`src/include/cis_pkg.sv`:
```
// Purpose: Shared constants and types for the instruction subset executor
// Assumes: One 25 MHz core clock, 16-bit data path, 23-bit code addresses
// Notes:   Contract list below is tagged in the logic
//
// Contract
// RULE_01 - Decimal adjust in place, one cycle, carry only
// RULE_02 - Block interrupts for literal cycles, flags untouched
// RULE_03 - Literal loop runs body literal plus one
// RULE_04 - Register loop runs body register plus one
// RULE_05 - Sign change scan from top, carry only
// RULE_06 - First one from top, carry only
// RULE_07 - First one from bottom, carry only
// RULE_08 - Shift right by register, zero fill, N Z
// RULE_09 - Single shift to work register, four flags
// RULE_10 - Jumps take four cycles, no flags
// RULE_11 - Non-core special register read adds a cycle
// RULE_12 - Increment decrement one cycle, all five flags
package cis_pkg;

    localparam int DATA_W = 16;
    localparam int ADDR_W = 23;

    // Execution cycle counts
    localparam logic [2:0] CYC_SINGLE    = 3'h1;
    localparam logic [2:0] CYC_LOOP      = 3'h2;
    localparam logic [2:0] CYC_JUMP      = 3'h4;
    localparam logic [2:0] CYC_REG_EXTRA = 3'h1;

    // Reset values
    localparam logic [13:0] IRQ_CNT_RST  = 14'h0000;
    localparam logic [15:0] WORD_RST     = 16'h0000;
    localparam logic [22:0] ADDR_RST     = 23'h000000;

    // Code address step of a two-word instruction
    localparam logic [22:0] TWO_WORD_STEP = 23'h000004;

    // Flag write masks, order C DC N OV Z
    localparam logic [4:0] MASK_NONE  = 5'h00;
    localparam logic [4:0] MASK_C     = 5'h10;
    localparam logic [4:0] MASK_NZ    = 5'h05;
    localparam logic [4:0] MASK_CNOVZ = 5'h17;
    localparam logic [4:0] MASK_ALL   = 5'h1F;

    typedef enum logic [3:0] {
        OP_DECIMAL_ADJUST = 4'h0,
        OP_IRQ_BLOCK      = 4'h1,
        OP_LOOP_LIT       = 4'h2,
        OP_LOOP_REG       = 4'h3,
        OP_SIGN_SCAN      = 4'h4,
        OP_MSB_SCAN       = 4'h5,
        OP_LSB_SCAN       = 4'h6,
        OP_SHIFT_BY_REG   = 4'h7,
        OP_SHIFT_ONE      = 4'h8,
        OP_JUMP_DIRECT    = 4'h9,
        OP_JUMP_INDIRECT  = 4'hA,
        OP_JUMP_LONG      = 4'hB,
        OP_INC_ONE        = 4'hC,
        OP_INC_TWO        = 4'hD,
        OP_DEC_ONE        = 4'hE,
        OP_DEC_TWO        = 4'hF
    } cis_op_type;

    typedef enum logic [1:0] {
        SCAN_SIGN = 2'h0,
        SCAN_MSB  = 2'h1,
        SCAN_LSB  = 2'h2
    } cis_scan_type;

    typedef enum logic [1:0] {
        ST_IDLE = 2'b01,
        ST_EXEC = 2'b10
    } cis_state_type;

    typedef struct packed {
        logic c;
        logic dc;
        logic n;
        logic ov;
        logic z;
    } cis_flags_type;

    typedef struct packed {
        cis_state_type  st;
        logic [2:0]     cnt;
        logic [15:0]    result;
        logic           resultWe;
        logic           destWork;
        cis_flags_type  flags;
        logic [4:0]     flagMask;
        logic           jumpTake;
        logic [22:0]    jumpTarget;
        logic [13:0]    irqCnt;
        logic           loopActive;
        logic [15:0]    loopRemain;
        logic [22:0]    loopStart;
        logic [22:0]    loopEnd;
    } cis_core_type;

endpackage : cis_pkg

```
`src/include/cis_scan_if.sv`:
```
// Purpose: Carries a bit scan request and its answer
// Assumes: Purely combinational answer in the same cycle
// Notes:   Position zero means no bit found
`timescale 1ns/100ps
interface cis_scan_if;
    import cis_pkg::*;
    cis_scan_type mode;
    logic [15:0]  data;
    logic [4:0]   pos;
    logic         none;

    modport req (output mode, output data, input pos, input none);
    modport res (input mode, input data, output pos, output none);
endinterface : cis_scan_if

```
`src/logic/cis_bit_scan.sv`:
```
// Purpose: Bit position finder for the three scan instructions
// Assumes: Operand stable for the cycle it is sampled
// Notes:   Positions are 1-based, counted from the scan start; the sign scan counts from the bit below the sign bit
`timescale 1ns/100ps
module cis_bit_scan
    import cis_pkg::*;
(
    cis_scan_if.res scan
);

    // Priority search; first hit from the scan start wins
    always_comb begin
        logic found;
        found     = 1'b0;
        scan.pos  = 5'h00;
        for (int i = 0; i < DATA_W; i++) begin
            case (scan.mode)
                SCAN_SIGN: begin
                    // Sign bit never differs from itself; hits start at 1
                    if (!found && scan.data[DATA_W - 1 - i] !=
                        scan.data[DATA_W - 1]) begin // [RULE_05]
                        found    = 1'b1;
                        scan.pos = 5'(i);
                    end
                end
                SCAN_MSB: begin
                    if (!found && scan.data[DATA_W - 1 - i]) begin // [RULE_06]
                        found    = 1'b1;
                        scan.pos = 5'(i + 1);
                    end
                end
                default: begin
                    if (!found && scan.data[i]) begin // [RULE_07]
                        found    = 1'b1;
                        scan.pos = 5'(i + 1);
                    end
                end
            endcase
        end
        scan.none = !found;
    end

endmodule : cis_bit_scan

```
`src/logic/cis_exec.sv`:
```
// Purpose: Executes a subset of the core instructions on decoded operands
// Assumes: Front end holds the request stable while opValid is high
// Notes:   One instruction in flight; done marks the final cycle
`timescale 1ns/100ps
module cis_exec
    import cis_pkg::*;
(
    input  wire logic          core_clk,
    input  wire logic          rst_b,
    input  wire logic          opValid,
    output      logic          opReady,
    input  wire cis_op_type    opCode,
    input  wire logic [15:0]   srcA,
    input  wire logic [15:0]   srcB,
    input  wire logic [22:0]   literal,
    input  wire logic [22:0]   pcIn,
    input  wire logic          toWorkReg,
    input  wire logic          offCoreReg,
    input  wire cis_flags_type flagsIn,
    input  wire logic          loopEndHit,
    output      logic          done,
    output      logic [15:0]   result,
    output      logic          resultWe,
    output      logic          destWork,
    output      cis_flags_type flagsOut,
    output      logic [4:0]    flagMask,
    output      logic          jumpTake,
    output      logic [22:0]   jumpTarget,
    output      logic          irqBlock,
    output      logic          loopActive,
    output      logic [15:0]   loopRemain,
    output      logic [22:0]   loopStart,
    output      logic [22:0]   loopEnd
);

    cis_core_type core_reg;
    cis_core_type core_next;
    logic         rstMeta_reg;
    logic         rstSyncB_reg;
    logic         opTake;
    logic [16:0]  sum;
    logic [4:0]   lowSum;
    logic [15:0]  addend;
    logic [2:0]   cycles;
    logic [15:0]  bcdVal;
    logic         bcdHigh;

    cis_scan_if scanBus ();

    cis_bit_scan u_scan (
        .scan (scanBus)
    );

    // Reset release through two stages; assert stays asynchronous
    always_ff @(posedge core_clk or negedge rst_b) begin
        if (!rst_b) begin
            rstMeta_reg  <= 1'b0;
            rstSyncB_reg <= 1'b0;
        end else begin
            rstMeta_reg  <= 1'b1;
            rstSyncB_reg <= rstMeta_reg;
        end
    end

    assign opReady = (core_reg.st == ST_IDLE);
    assign opTake  = opValid && opReady;
    assign done    = (core_reg.st == ST_EXEC) && (core_reg.cnt == 3'h0);

    // Scan unit sees the source operand directly
    always_comb begin
        case (opCode)
            OP_SIGN_SCAN: scanBus.mode = SCAN_SIGN;
            OP_MSB_SCAN:  scanBus.mode = SCAN_MSB;
            default:      scanBus.mode = SCAN_LSB;
        endcase
        scanBus.data = srcA;
    end

    // Shared adder for the four step forms
    always_comb begin
        if (opCode == OP_INC_TWO || opCode == OP_DEC_TWO) begin
            addend = 16'h0002;
        end else begin
            addend = 16'h0001;
        end
        if (opCode == OP_DEC_ONE || opCode == OP_DEC_TWO) begin
            // Subtract as add of complement so carry means no borrow
            sum    = {1'b0, srcA} + {1'b0, ~addend} + 17'h00001;
            lowSum = {1'b0, srcA[3:0]} + {1'b0, ~addend[3:0]} + 5'h01;
        end else begin
            sum    = {1'b0, srcA} + {1'b0, addend};
            lowSum = {1'b0, srcA[3:0]} + {1'b0, addend[3:0]};
        end
    end

    // Decimal correction of the low byte, upper byte passes through
    always_comb begin
        logic [8:0] tmp;
        tmp = {1'b0, srcA[7:0]};
        if (srcA[3:0] > 4'h9 || flagsIn.dc) begin
            tmp = tmp + 9'h006;
        end
        bcdHigh = (tmp[8:4] > 5'h09) || flagsIn.c;
        if (bcdHigh) begin
            tmp = tmp + 9'h060;
        end
        bcdVal = {srcA[15:8], tmp[7:0]};
    end

    // Listed cycle count plus the bus penalty for non-core registers
    always_comb begin
        case (opCode)
            OP_LOOP_LIT, OP_LOOP_REG: cycles = CYC_LOOP;
            OP_JUMP_DIRECT, OP_JUMP_INDIRECT, OP_JUMP_LONG:
                cycles = CYC_JUMP;
            default: cycles = CYC_SINGLE;
        endcase
        if (offCoreReg) begin
            cycles = cycles + CYC_REG_EXTRA; // [RULE_11]
        end
    end

    // Next state of the whole core
    always_comb begin
        core_next = core_reg;
        // Interrupt hold-off counts down once per instruction cycle
        if (core_reg.irqCnt != IRQ_CNT_RST) begin
            core_next.irqCnt = core_reg.irqCnt - 14'h0001;
        end
        // Loop end seen by fetch: another pass or leave the loop
        if (core_reg.loopActive && loopEndHit) begin
            if (core_reg.loopRemain == WORD_RST) begin
                core_next.loopActive = 1'b0;
            end else begin
                core_next.loopRemain = core_reg.loopRemain - 16'h0001;
            end
        end
        case (core_reg.st)
            ST_IDLE: begin
                if (opTake) begin
                    core_next.st         = ST_EXEC;
                    core_next.cnt        = cycles - 3'h1;
                    core_next.resultWe   = 1'b0;
                    core_next.destWork   = 1'b0;
                    core_next.flags      = flagsIn;
                    core_next.flagMask   = MASK_NONE;
                    core_next.jumpTake   = 1'b0;
                    case (opCode)
                        OP_DECIMAL_ADJUST: begin
                            core_next.result   = bcdVal; // [RULE_01]
                            core_next.resultWe = 1'b1;
                            core_next.flags.c  = bcdHigh;
                            core_next.flagMask = MASK_C;
                        end
                        OP_IRQ_BLOCK: begin
                            core_next.irqCnt = literal[13:0]; // [RULE_02]
                        end
                        OP_LOOP_LIT, OP_LOOP_REG: begin
                            core_next.loopActive = 1'b1;
                            if (opCode == OP_LOOP_LIT) begin
                                // Body passes = count + 1
                                core_next.loopRemain =
                                    {1'b0, literal[14:0]}; // [RULE_03]
                            end else begin
                                core_next.loopRemain = srcA; // [RULE_04]
                            end
                            core_next.loopStart = pcIn + TWO_WORD_STEP;
                            core_next.loopEnd   = pcIn + {7'h00, srcB};
                        end
                        OP_SIGN_SCAN, OP_MSB_SCAN, OP_LSB_SCAN: begin
                            core_next.result   = {11'h000, scanBus.pos};
                            core_next.resultWe = 1'b1;
                            core_next.flags.c  = scanBus.none; // [RULE_06]
                            core_next.flagMask = MASK_C; // [RULE_05] [RULE_07]
                        end
                        OP_SHIFT_BY_REG: begin
                            // Amounts of sixteen to 31 clear the word; only srcB[4:0] is used
                            core_next.result   = srcA >> srcB[4:0]; // [RULE_08]
                            core_next.resultWe = 1'b1;
                            core_next.flags.n  = 1'b0;
                            core_next.flags.z  = (srcB[4] || srcA == WORD_RST) ?
                                                 1'b1 :
                                                 ((srcA >> srcB[3:0]) ==
                                                  WORD_RST);
                            core_next.flagMask = MASK_NZ;
                        end
                        OP_SHIFT_ONE: begin
                            core_next.result   = {1'b0, srcA[15:1]};
                            core_next.resultWe = 1'b1;
                            core_next.destWork = toWorkReg; // [RULE_09]
                            core_next.flags.c  = srcA[0];
                            core_next.flags.n  = 1'b0;
                            core_next.flags.ov = 1'b0;
                            core_next.flags.z  = (srcA[15:1] == 15'h0000);
                            core_next.flagMask = MASK_CNOVZ;
                        end
                        OP_JUMP_DIRECT: begin
                            core_next.jumpTake   = 1'b1; // [RULE_10]
                            core_next.jumpTarget = literal;
                        end
                        OP_JUMP_INDIRECT: begin
                            core_next.jumpTake   = 1'b1;
                            core_next.jumpTarget =
                                {7'h00, srcA[15:1], 1'b0};
                        end
                        OP_JUMP_LONG: begin
                            core_next.jumpTake   = 1'b1;
                            core_next.jumpTarget =
                                {srcB[6:0], srcA[15:1], 1'b0};
                        end
                        default: begin
                            core_next.result   = sum[15:0]; // [RULE_12]
                            core_next.resultWe = 1'b1;
                            core_next.destWork = toWorkReg;
                            core_next.flags.c  = sum[16];
                            core_next.flags.dc = lowSum[4];
                            core_next.flags.n  = sum[15];
                            core_next.flags.ov = (srcA[15] == addend[15] ^
                                (opCode == OP_DEC_ONE ||
                                 opCode == OP_DEC_TWO)) &&
                                (sum[15] != srcA[15]);
                            core_next.flags.z  = (sum[15:0] == WORD_RST);
                            core_next.flagMask = MASK_ALL;
                        end
                    endcase
                end
            end
            ST_EXEC: begin
                if (core_reg.cnt == 3'h0) begin
                    core_next.st = ST_IDLE;
                end else begin
                    core_next.cnt = core_reg.cnt - 3'h1;
                end
            end
            default: begin
                core_next.st = ST_IDLE;
            end
        endcase
    end

    // Single state register
    always_ff @(posedge core_clk or negedge rstSyncB_reg) begin
        if (!rstSyncB_reg) begin
            core_reg <= '{st: ST_IDLE, cnt: 3'h0, result: WORD_RST,
                          resultWe: 1'b0, destWork: 1'b0,
                          flags: 5'h00, flagMask: MASK_NONE,
                          jumpTake: 1'b0, jumpTarget: ADDR_RST,
                          irqCnt: IRQ_CNT_RST, loopActive: 1'b0,
                          loopRemain: WORD_RST, loopStart: ADDR_RST,
                          loopEnd: ADDR_RST};
        end else begin
            core_reg <= core_next;
        end
    end

    assign result     = core_reg.result;
    assign resultWe   = core_reg.resultWe;
    assign destWork   = core_reg.destWork;
    assign flagsOut   = core_reg.flags;
    assign flagMask   = core_reg.flagMask;
    assign jumpTake   = core_reg.jumpTake;
    assign jumpTarget = core_reg.jumpTarget;
    assign irqBlock   = (core_reg.irqCnt != IRQ_CNT_RST);
    assign loopActive = core_reg.loopActive;
    assign loopRemain = core_reg.loopRemain;
    assign loopStart  = core_reg.loopStart;
    assign loopEnd    = core_reg.loopEnd;

    // Checks on timing and effects
    chk_bcd_carry_only: assert property (@(posedge core_clk) // [RULE_01]
        disable iff (!rstSyncB_reg)
        opTake && opCode == OP_DECIMAL_ADJUST && !offCoreReg
        |=> flagMask == MASK_C && done)
        else $error("decimal adjust flags or timing wrong");

    chk_irq_hold_load: assert property (@(posedge core_clk) // [RULE_02]
        disable iff (!rstSyncB_reg)
        opTake && opCode == OP_IRQ_BLOCK && literal[13:0] > 14'h0001
        |=> irqBlock && flagMask == MASK_NONE ##1 irqBlock)
        else $error("interrupt hold-off not started");

    chk_loop_two_cycles: assert property (@(posedge core_clk) // [RULE_03]
        disable iff (!rstSyncB_reg)
        opTake && opCode == OP_LOOP_LIT && !offCoreReg
        |=> !done ##1 done && loopActive
            && loopRemain == {1'b0, $past(literal[14:0], 2)})
        else $error("literal loop setup wrong");

    chk_loop_reg_count: assert property (@(posedge core_clk) // [RULE_04]
        disable iff (!rstSyncB_reg)
        opTake && opCode == OP_LOOP_REG
        |=> loopActive && loopRemain == $past(srcA)
            && flagMask == MASK_NONE)
        else $error("register loop count wrong");

    chk_msb_scan_one: assert property (@(posedge core_clk) // [RULE_06]
        disable iff (!rstSyncB_reg)
        opTake && opCode == OP_MSB_SCAN && !offCoreReg
        |=> done && flagMask == MASK_C
            && flagsOut.c == ($past(srcA) == WORD_RST)
            && (!$past(srcA[15]) || result == 16'h0001))
        else $error("top scan position wrong");

    chk_shift_reg_amt: assert property (@(posedge core_clk) // [RULE_08]
        disable iff (!rstSyncB_reg)
        opTake && opCode == OP_SHIFT_BY_REG
        |=> result == ($past(srcA) >> $past(srcB[4:0]))
            && flagMask == MASK_NZ)
        else $error("register shift result wrong");

    chk_shift_work_dest: assert property (@(posedge core_clk) // [RULE_09]
        disable iff (!rstSyncB_reg)
        opTake && opCode == OP_SHIFT_ONE
        |=> destWork == $past(toWorkReg) && flagsOut.c == $past(srcA[0])
            && flagMask == MASK_CNOVZ)
        else $error("single shift destination wrong");

    chk_jump_four_cyc: assert property (@(posedge core_clk) // [RULE_10]
        disable iff (!rstSyncB_reg)
        opTake && opCode inside {OP_JUMP_DIRECT, OP_JUMP_INDIRECT,
                                 OP_JUMP_LONG} && !offCoreReg
        |=> !done [*3] ##1 done && jumpTake && flagMask == MASK_NONE)
        else $error("jump timing wrong");

    chk_reg_extra_cyc: assert property (@(posedge core_clk) // [RULE_11]
        disable iff (!rstSyncB_reg)
        opTake && opCode == OP_INC_ONE && offCoreReg
        |=> !done ##1 done)
        else $error("extra bus cycle missing");

    chk_inc_result: assert property (@(posedge core_clk) // [RULE_12]
        disable iff (!rstSyncB_reg)
        opTake && opCode == OP_INC_ONE && !offCoreReg
        |=> done && result == $past(srcA) + 16'h0001
            && flagMask == MASK_ALL)
        else $error("increment wrong");

endmodule : cis_exec

```
`config.mk`:
```
export PLATFORM = sky130hd
export DESIGN_NAME = cis_exec
export DESIGN_NICKNAME = d
export VERILOG_FILES = /design/src/include/cis_pkg.sv /design/src/include/cis_scan_if.sv /design/src/logic/cis_bit_scan.sv /design/src/logic/cis_exec.sv
export SDC_FILE = /design/constraint.sdc
export NUM_CORES = 1
export LEC_CHECK = 0
export ABC_CLOCK_PERIOD_IN_PS = 5100
export BUFFER_PORTS_ARGS = -buffer_cell sky130_fd_sc_hd__buf_2
export CELL_PAD_IN_SITES_DETAIL_PLACEMENT = 0
export CELL_PAD_IN_SITES_GLOBAL_PLACEMENT = 2
export CORE_AREA = 5 5 221 169
export CTS_CLUSTER_SIZE = 16
export DETAILED_ROUTE_END_ITERATION = 8
export DIE_AREA = 0 0 226 174
export PLACE_DENSITY_LB_ADDON = 0.1
export SYNTH_ARGS = -nofsm -noshare
export SYNTH_HDL_FRONTEND = slang
export SYNTH_SLANG_ARGS = --single-unit
```
`constraint.sdc`:
```
create_clock -name core_clk -period 5.1 [get_ports core_clk]
set_input_delay 0.255 -clock core_clk [delete_from_list [all_inputs] [get_ports core_clk]]
set_output_delay 0.255 -clock core_clk [all_outputs]
set_load 0.02 [all_outputs]
```
==> results.md <==
- The post-cts sizing count is 0.
- The max-slew violation total from the final report is 0.
- The total negative setup slack is 0 ns.
- The final route contains 10.7k vias.
- After detailed routing, the number of vias per cell comes to 5.48.
- The overflow left after global routing is 0.
- The H-tree generated during clock tree synthesis spans 4 levels.
- The pin count of the biggest net entering global routing is 83.
- The clock insertion delay at the later pin of the skew report is 0.45 ns.
- The highest metal layer with signal wires is met5.
- TritonCTS built the clock tree.
- sky130_fd_sc_hd__dfrtp_1 takes more of the synthesized area than any other cell.
- The number of different library cells in the post-synthesis netlist is 86.
- The filler cell count is 3728.
- The net count after synthesis is 1553.
- The remaining routing DRC violations is 0.
- The flow ran to the end, and the final reports show no timing, DRC or antenna violations.
- The routed design uses 19000 um of met2 wire.
- Between clock sinks in the finished design, the worst skew comes to 0.0108 ns.
- The number of antenna violations at the first check in global routing is 3.
- The count of port buffers added during placement is 210.
- The tree built by TritonCTS fans out to 135 sinks.
- After synthesis the netlist holds a flip-flop and latch count of 135.
- The placed instances occupy a cell area of 12000 um2.
- Measured against its own limit, the worst slew margin works out to 11.6%.
- In this run the worst path has a maximum fanout of 7.
- The detailed placer's ending HPWL is 35500 um.
- Yosys printed 0 warnings.
- The final hold violation count is 0.
- Summing all flip-flop and latch instances after layout gives 3380 um2.
- The number of core rows is 60.
- The wire length of the first global-routing pass is 69900 um.
- Across the VDD grid, the largest voltage drop is 0.210 mV.
- The number of antenna diodes is 0.
- The clock tree root driver cell is sky130_fd_sc_hd__clkbuf_16.
- Sequential elements use 29.6% of the synthesized area.
- Setup violations remaining at the end of the flow were counted as 0.
- Setup repair after global routing left no endpoint under its margin.
- The classification of the worst-slack hold path is input port to flip-flop.
- The area of the multi-input gates is 6700 um2.
- During I/O placement, the number of pins put on the boundary was 211.
- The x dimension of the die is 226 um.
- The area share of and/or/nand/nor cells after synthesis is 20.4%.
- The mean routed wirelength per cell is 24.2 um.
- The analysis attributes to cell leakage a power of 5.53 nW.
- The synthesized netlist devotes 4.15% of its cell area to adder and majority cells.
- The area added between synthesis and finish is 11.2%.
- The floorplan step defined a die boundary enclosing 39300 um2.
- The most frequent cell after synthesis is sky130_fd_sc_hd__nand2_1.
- Global routing used 23.5% of the available tracks across all layers.
- The effective utilization at floorplan is 32.4%.
- The number of enable-type register cells in the synthesized netlist is 0.
- The largest family of logic cells by synthesized area is compound AO/OA/AOI/OAI gates.
- The clock buffer count from CTS is 17.
- Data arrives at the worst endpoint at 3.63 ns.
- The aggregate routed wire length is 47200 um.
- The maximum number of buffers from clock root to sink is 2.
- In the synthesized netlist, the cells that appear most often are 173 x sky130_fd_sc_hd__nand2_1, 134 x sky130_fd_sc_hd__dfrtp_1, 128 x sky130_fd_sc_hd__o21ai_0, 123 x sky130_fd_sc_hd__nor2_1, 111 x sky130_fd_sc_hd__buf_4.
- The number of global-route vias before repair is 10.5k.
- The detailed route wirelength on metal3 is 4450 um.
- By startpoint and endpoint, the worst setup path is classified as input port to flip-flop.
- The mean cell area of the mapped netlist is 8.01 um2.
- Ranked by total cell area, the synthesized netlist is headed by sky130_fd_sc_hd__dfrtp_1 29%, sky130_fd_sc_hd__buf_4 7.3%, sky130_fd_sc_hd__nand2_1 5.7%, sky130_fd_sc_hd__o21ai_0 5.6%, sky130_fd_sc_hd__xnor2_1 4.5%.
- Derived from the worst setup path, the maximum achievable clock frequency is 306 MHz.
- The clock-pin slew reported for the worst setup and hold paths after clock tree synthesis is 0.06 ns.
- Counting flops with an async set or reset pin after synthesis yields a share of 100%.
- The number of iterations in the first detailed-routing pass is 6.
- The cell area after synthesis is 11400 um2.
- Routability-driven placement finished with a final weighted congestion of 0.953.
- The most used flip-flop cell after synthesis is sky130_fd_sc_hd__dfrtp_1.
- With fillers left out, the area of the finished cells amounts to 12700 um2.
- The detailed-route wire length on metal 1 is 22900 um.
- The final layout net count is 1604.
- The synthesized instance count is 1424.
- The fraction of layout instances using a drive strength above 1 is 20.6%.
- Summing the areas of all compound-gate instances in the mapped netlist gives 21.0% of the synthesized area.
- STA classifies the critical path endpoint as a flip-flop.
- Of the available clock period, the critical path in the final layout requires 64.1%.
- The die boundary height is 174 um.
- STA classifies the critical path startpoint as an input port.
- The number of maximum-capacitance constraint violations is 0.
- Once detail routing completed, the nets flagged for antenna violations numbered 0.
- The portion of synthesized area spent on multiplexers is 5.43%.
- After Yosys synthesis, XOR and XNOR cells account for 7.61% of the synthesized area.
- The final critical-path required period is 3.27 ns.
- The top cell type's share of synthesized area is 29.4%.
- The standard cell core area is 35200 um2.
- Data on the critical path is required at its endpoint by 5.46 ns.
- For the pin with the worst max-slew slack, the measured transition is 1.32 ns.
- The detailed router finished its first iteration with 1093 violations.
- The power density of the placed cells is 435 nW/um2.
logic make-up (layout without fill, tap and decap cells):
group / count (synthesis) / count (layout)
AO/OA/AOI/OAI: 376 / 376
XOR/XNOR: 99 / 99
adder cells (fa/ha/maj): 36 / 36
buffers and inverters: 241 / 305
flip-flops: 135 / 135
multiplexers: 50 / 50
other: 1 / 1
AND/OR/NAND/NOR: 486 / 486
final cells by class:
class	instances	share of cell area, %
sequential	135	26.7
timing repair buffer	237	9.91
inverter	36	1.07
tap	465	4.59
clock buffer	23	3.85
clock inverter	9	1.10
multi-input combinational	1048	52.8
cells in the final DEF (no fill, tap or decap), drive strengths merged, types with 11 or more instances in the layout:
cell type	n
nor3	27
nor2	123
a22oi	29
o21ai	128
ha	33
a211oi	19
and2	17
nor4	15
or3	13
a31oi	11
nand2	173
inv	38
xor2	40
nor2b	13
clkbuf	23
a21oi	82
buf	236
dfrtp	134
nand2b	16
a21o	14
xnor2	59
nand3	37
mux2i	36
timing repair:
item / 4_1_cts / 5_1_grt
buffers inserted: 0 / 0
endpoints found under the hold margin: 2 / 0
hold buffers: 1 / 0
path summary, 6_finish.rpt:
kind | start | endpoint | slack [ns] | cells past startpoint
worst max-delay path | opCode[0] | flagsOut[0]$_DFFE_PN0P_ | 1.83 | 15
worst min-delay path | pcIn[0] | loopStart[0]$_DFFE_PN0P_ | 0.03 | 3
worst max register to register | core_reg[132]$_DFFE_PN1P_ | result[3]$_DFFE_PN0P_ | 1.99 | 5
worst min register to register | rstMeta_reg$_DFF_PN0_ | rstSyncB_reg$_DFF_PN0_ | 0.35 | 0
max in group asynchronous | rstSyncB_reg$_DFF_PN0_ | loopRemain[7]$_DFF_PN0_ | 3.54 | 1
min in group asynchronous | rst_b | rstSyncB_reg$_DFF_PN0_ | 0.11 | 2
metal layers:
layer | track usage [%] | vias up
met3 | 7.31 | 52
met5 | 2.11 | -
met2 | 32.3 | 458
li1 | - | 5036
met1 | 35.8 | 5154
met4 | 4.97 | 4
report_power, final:
part           switching, mW  leakage (nW)  internal, mW  total, mW
clock                  0.547         0.308         0.827       1.37
sequential             0.339          1.67          1.53       1.87
combinational           1.49          3.55         0.792       2.28
critical path, stage by stage:
cell and delay, ns:
sky130_fd_sc_hd__buf_2 0.13, sky130_fd_sc_hd__inv_1 0.22, sky130_fd_sc_hd__nor2_1 0.16, sky130_fd_sc_hd__inv_1 0.17, sky130_fd_sc_hd__ha_1 0.19, sky130_fd_sc_hd__inv_1 0.05, sky130_fd_sc_hd__fa_1 0.45, sky130_fd_sc_hd__or3_1 0.47
sky130_fd_sc_hd__or3_1 0.32, sky130_fd_sc_hd__o21ai_0 0.10, sky130_fd_sc_hd__xnor2_1 0.12, sky130_fd_sc_hd__nor3_1 0.20, sky130_fd_sc_hd__nand4b_1 0.16, sky130_fd_sc_hd__or4_1 0.42, sky130_fd_sc_hd__o31ai_1 0.20
through the flow:
| step | util, % | power [mW] | setup WS, ns | hold slack [ns] | instances |
|---|---|---|---|---|---|
| after floorplan | - | 3.79 | 1.06 | -0.0406 | 1424 |
| after global placement | 34.2 | 4.17 | 1.46 | 0.0424 | 1920 |
| after detailed placement | 34.2 | 4.18 | 1.43 | 0.0432 | 1920 |
| after CTS | 36.0 | 5.58 | 1.91 | 0.00575 | 1953 |
| after global routing | 36.0 | 5.88 | 1.66 | 0.0436 | 1953 |
| final | 36.0 | 5.52 | 1.83 | 0.0325 | 1953 |
Note: power is estimated with default switching activity, not from simulation.
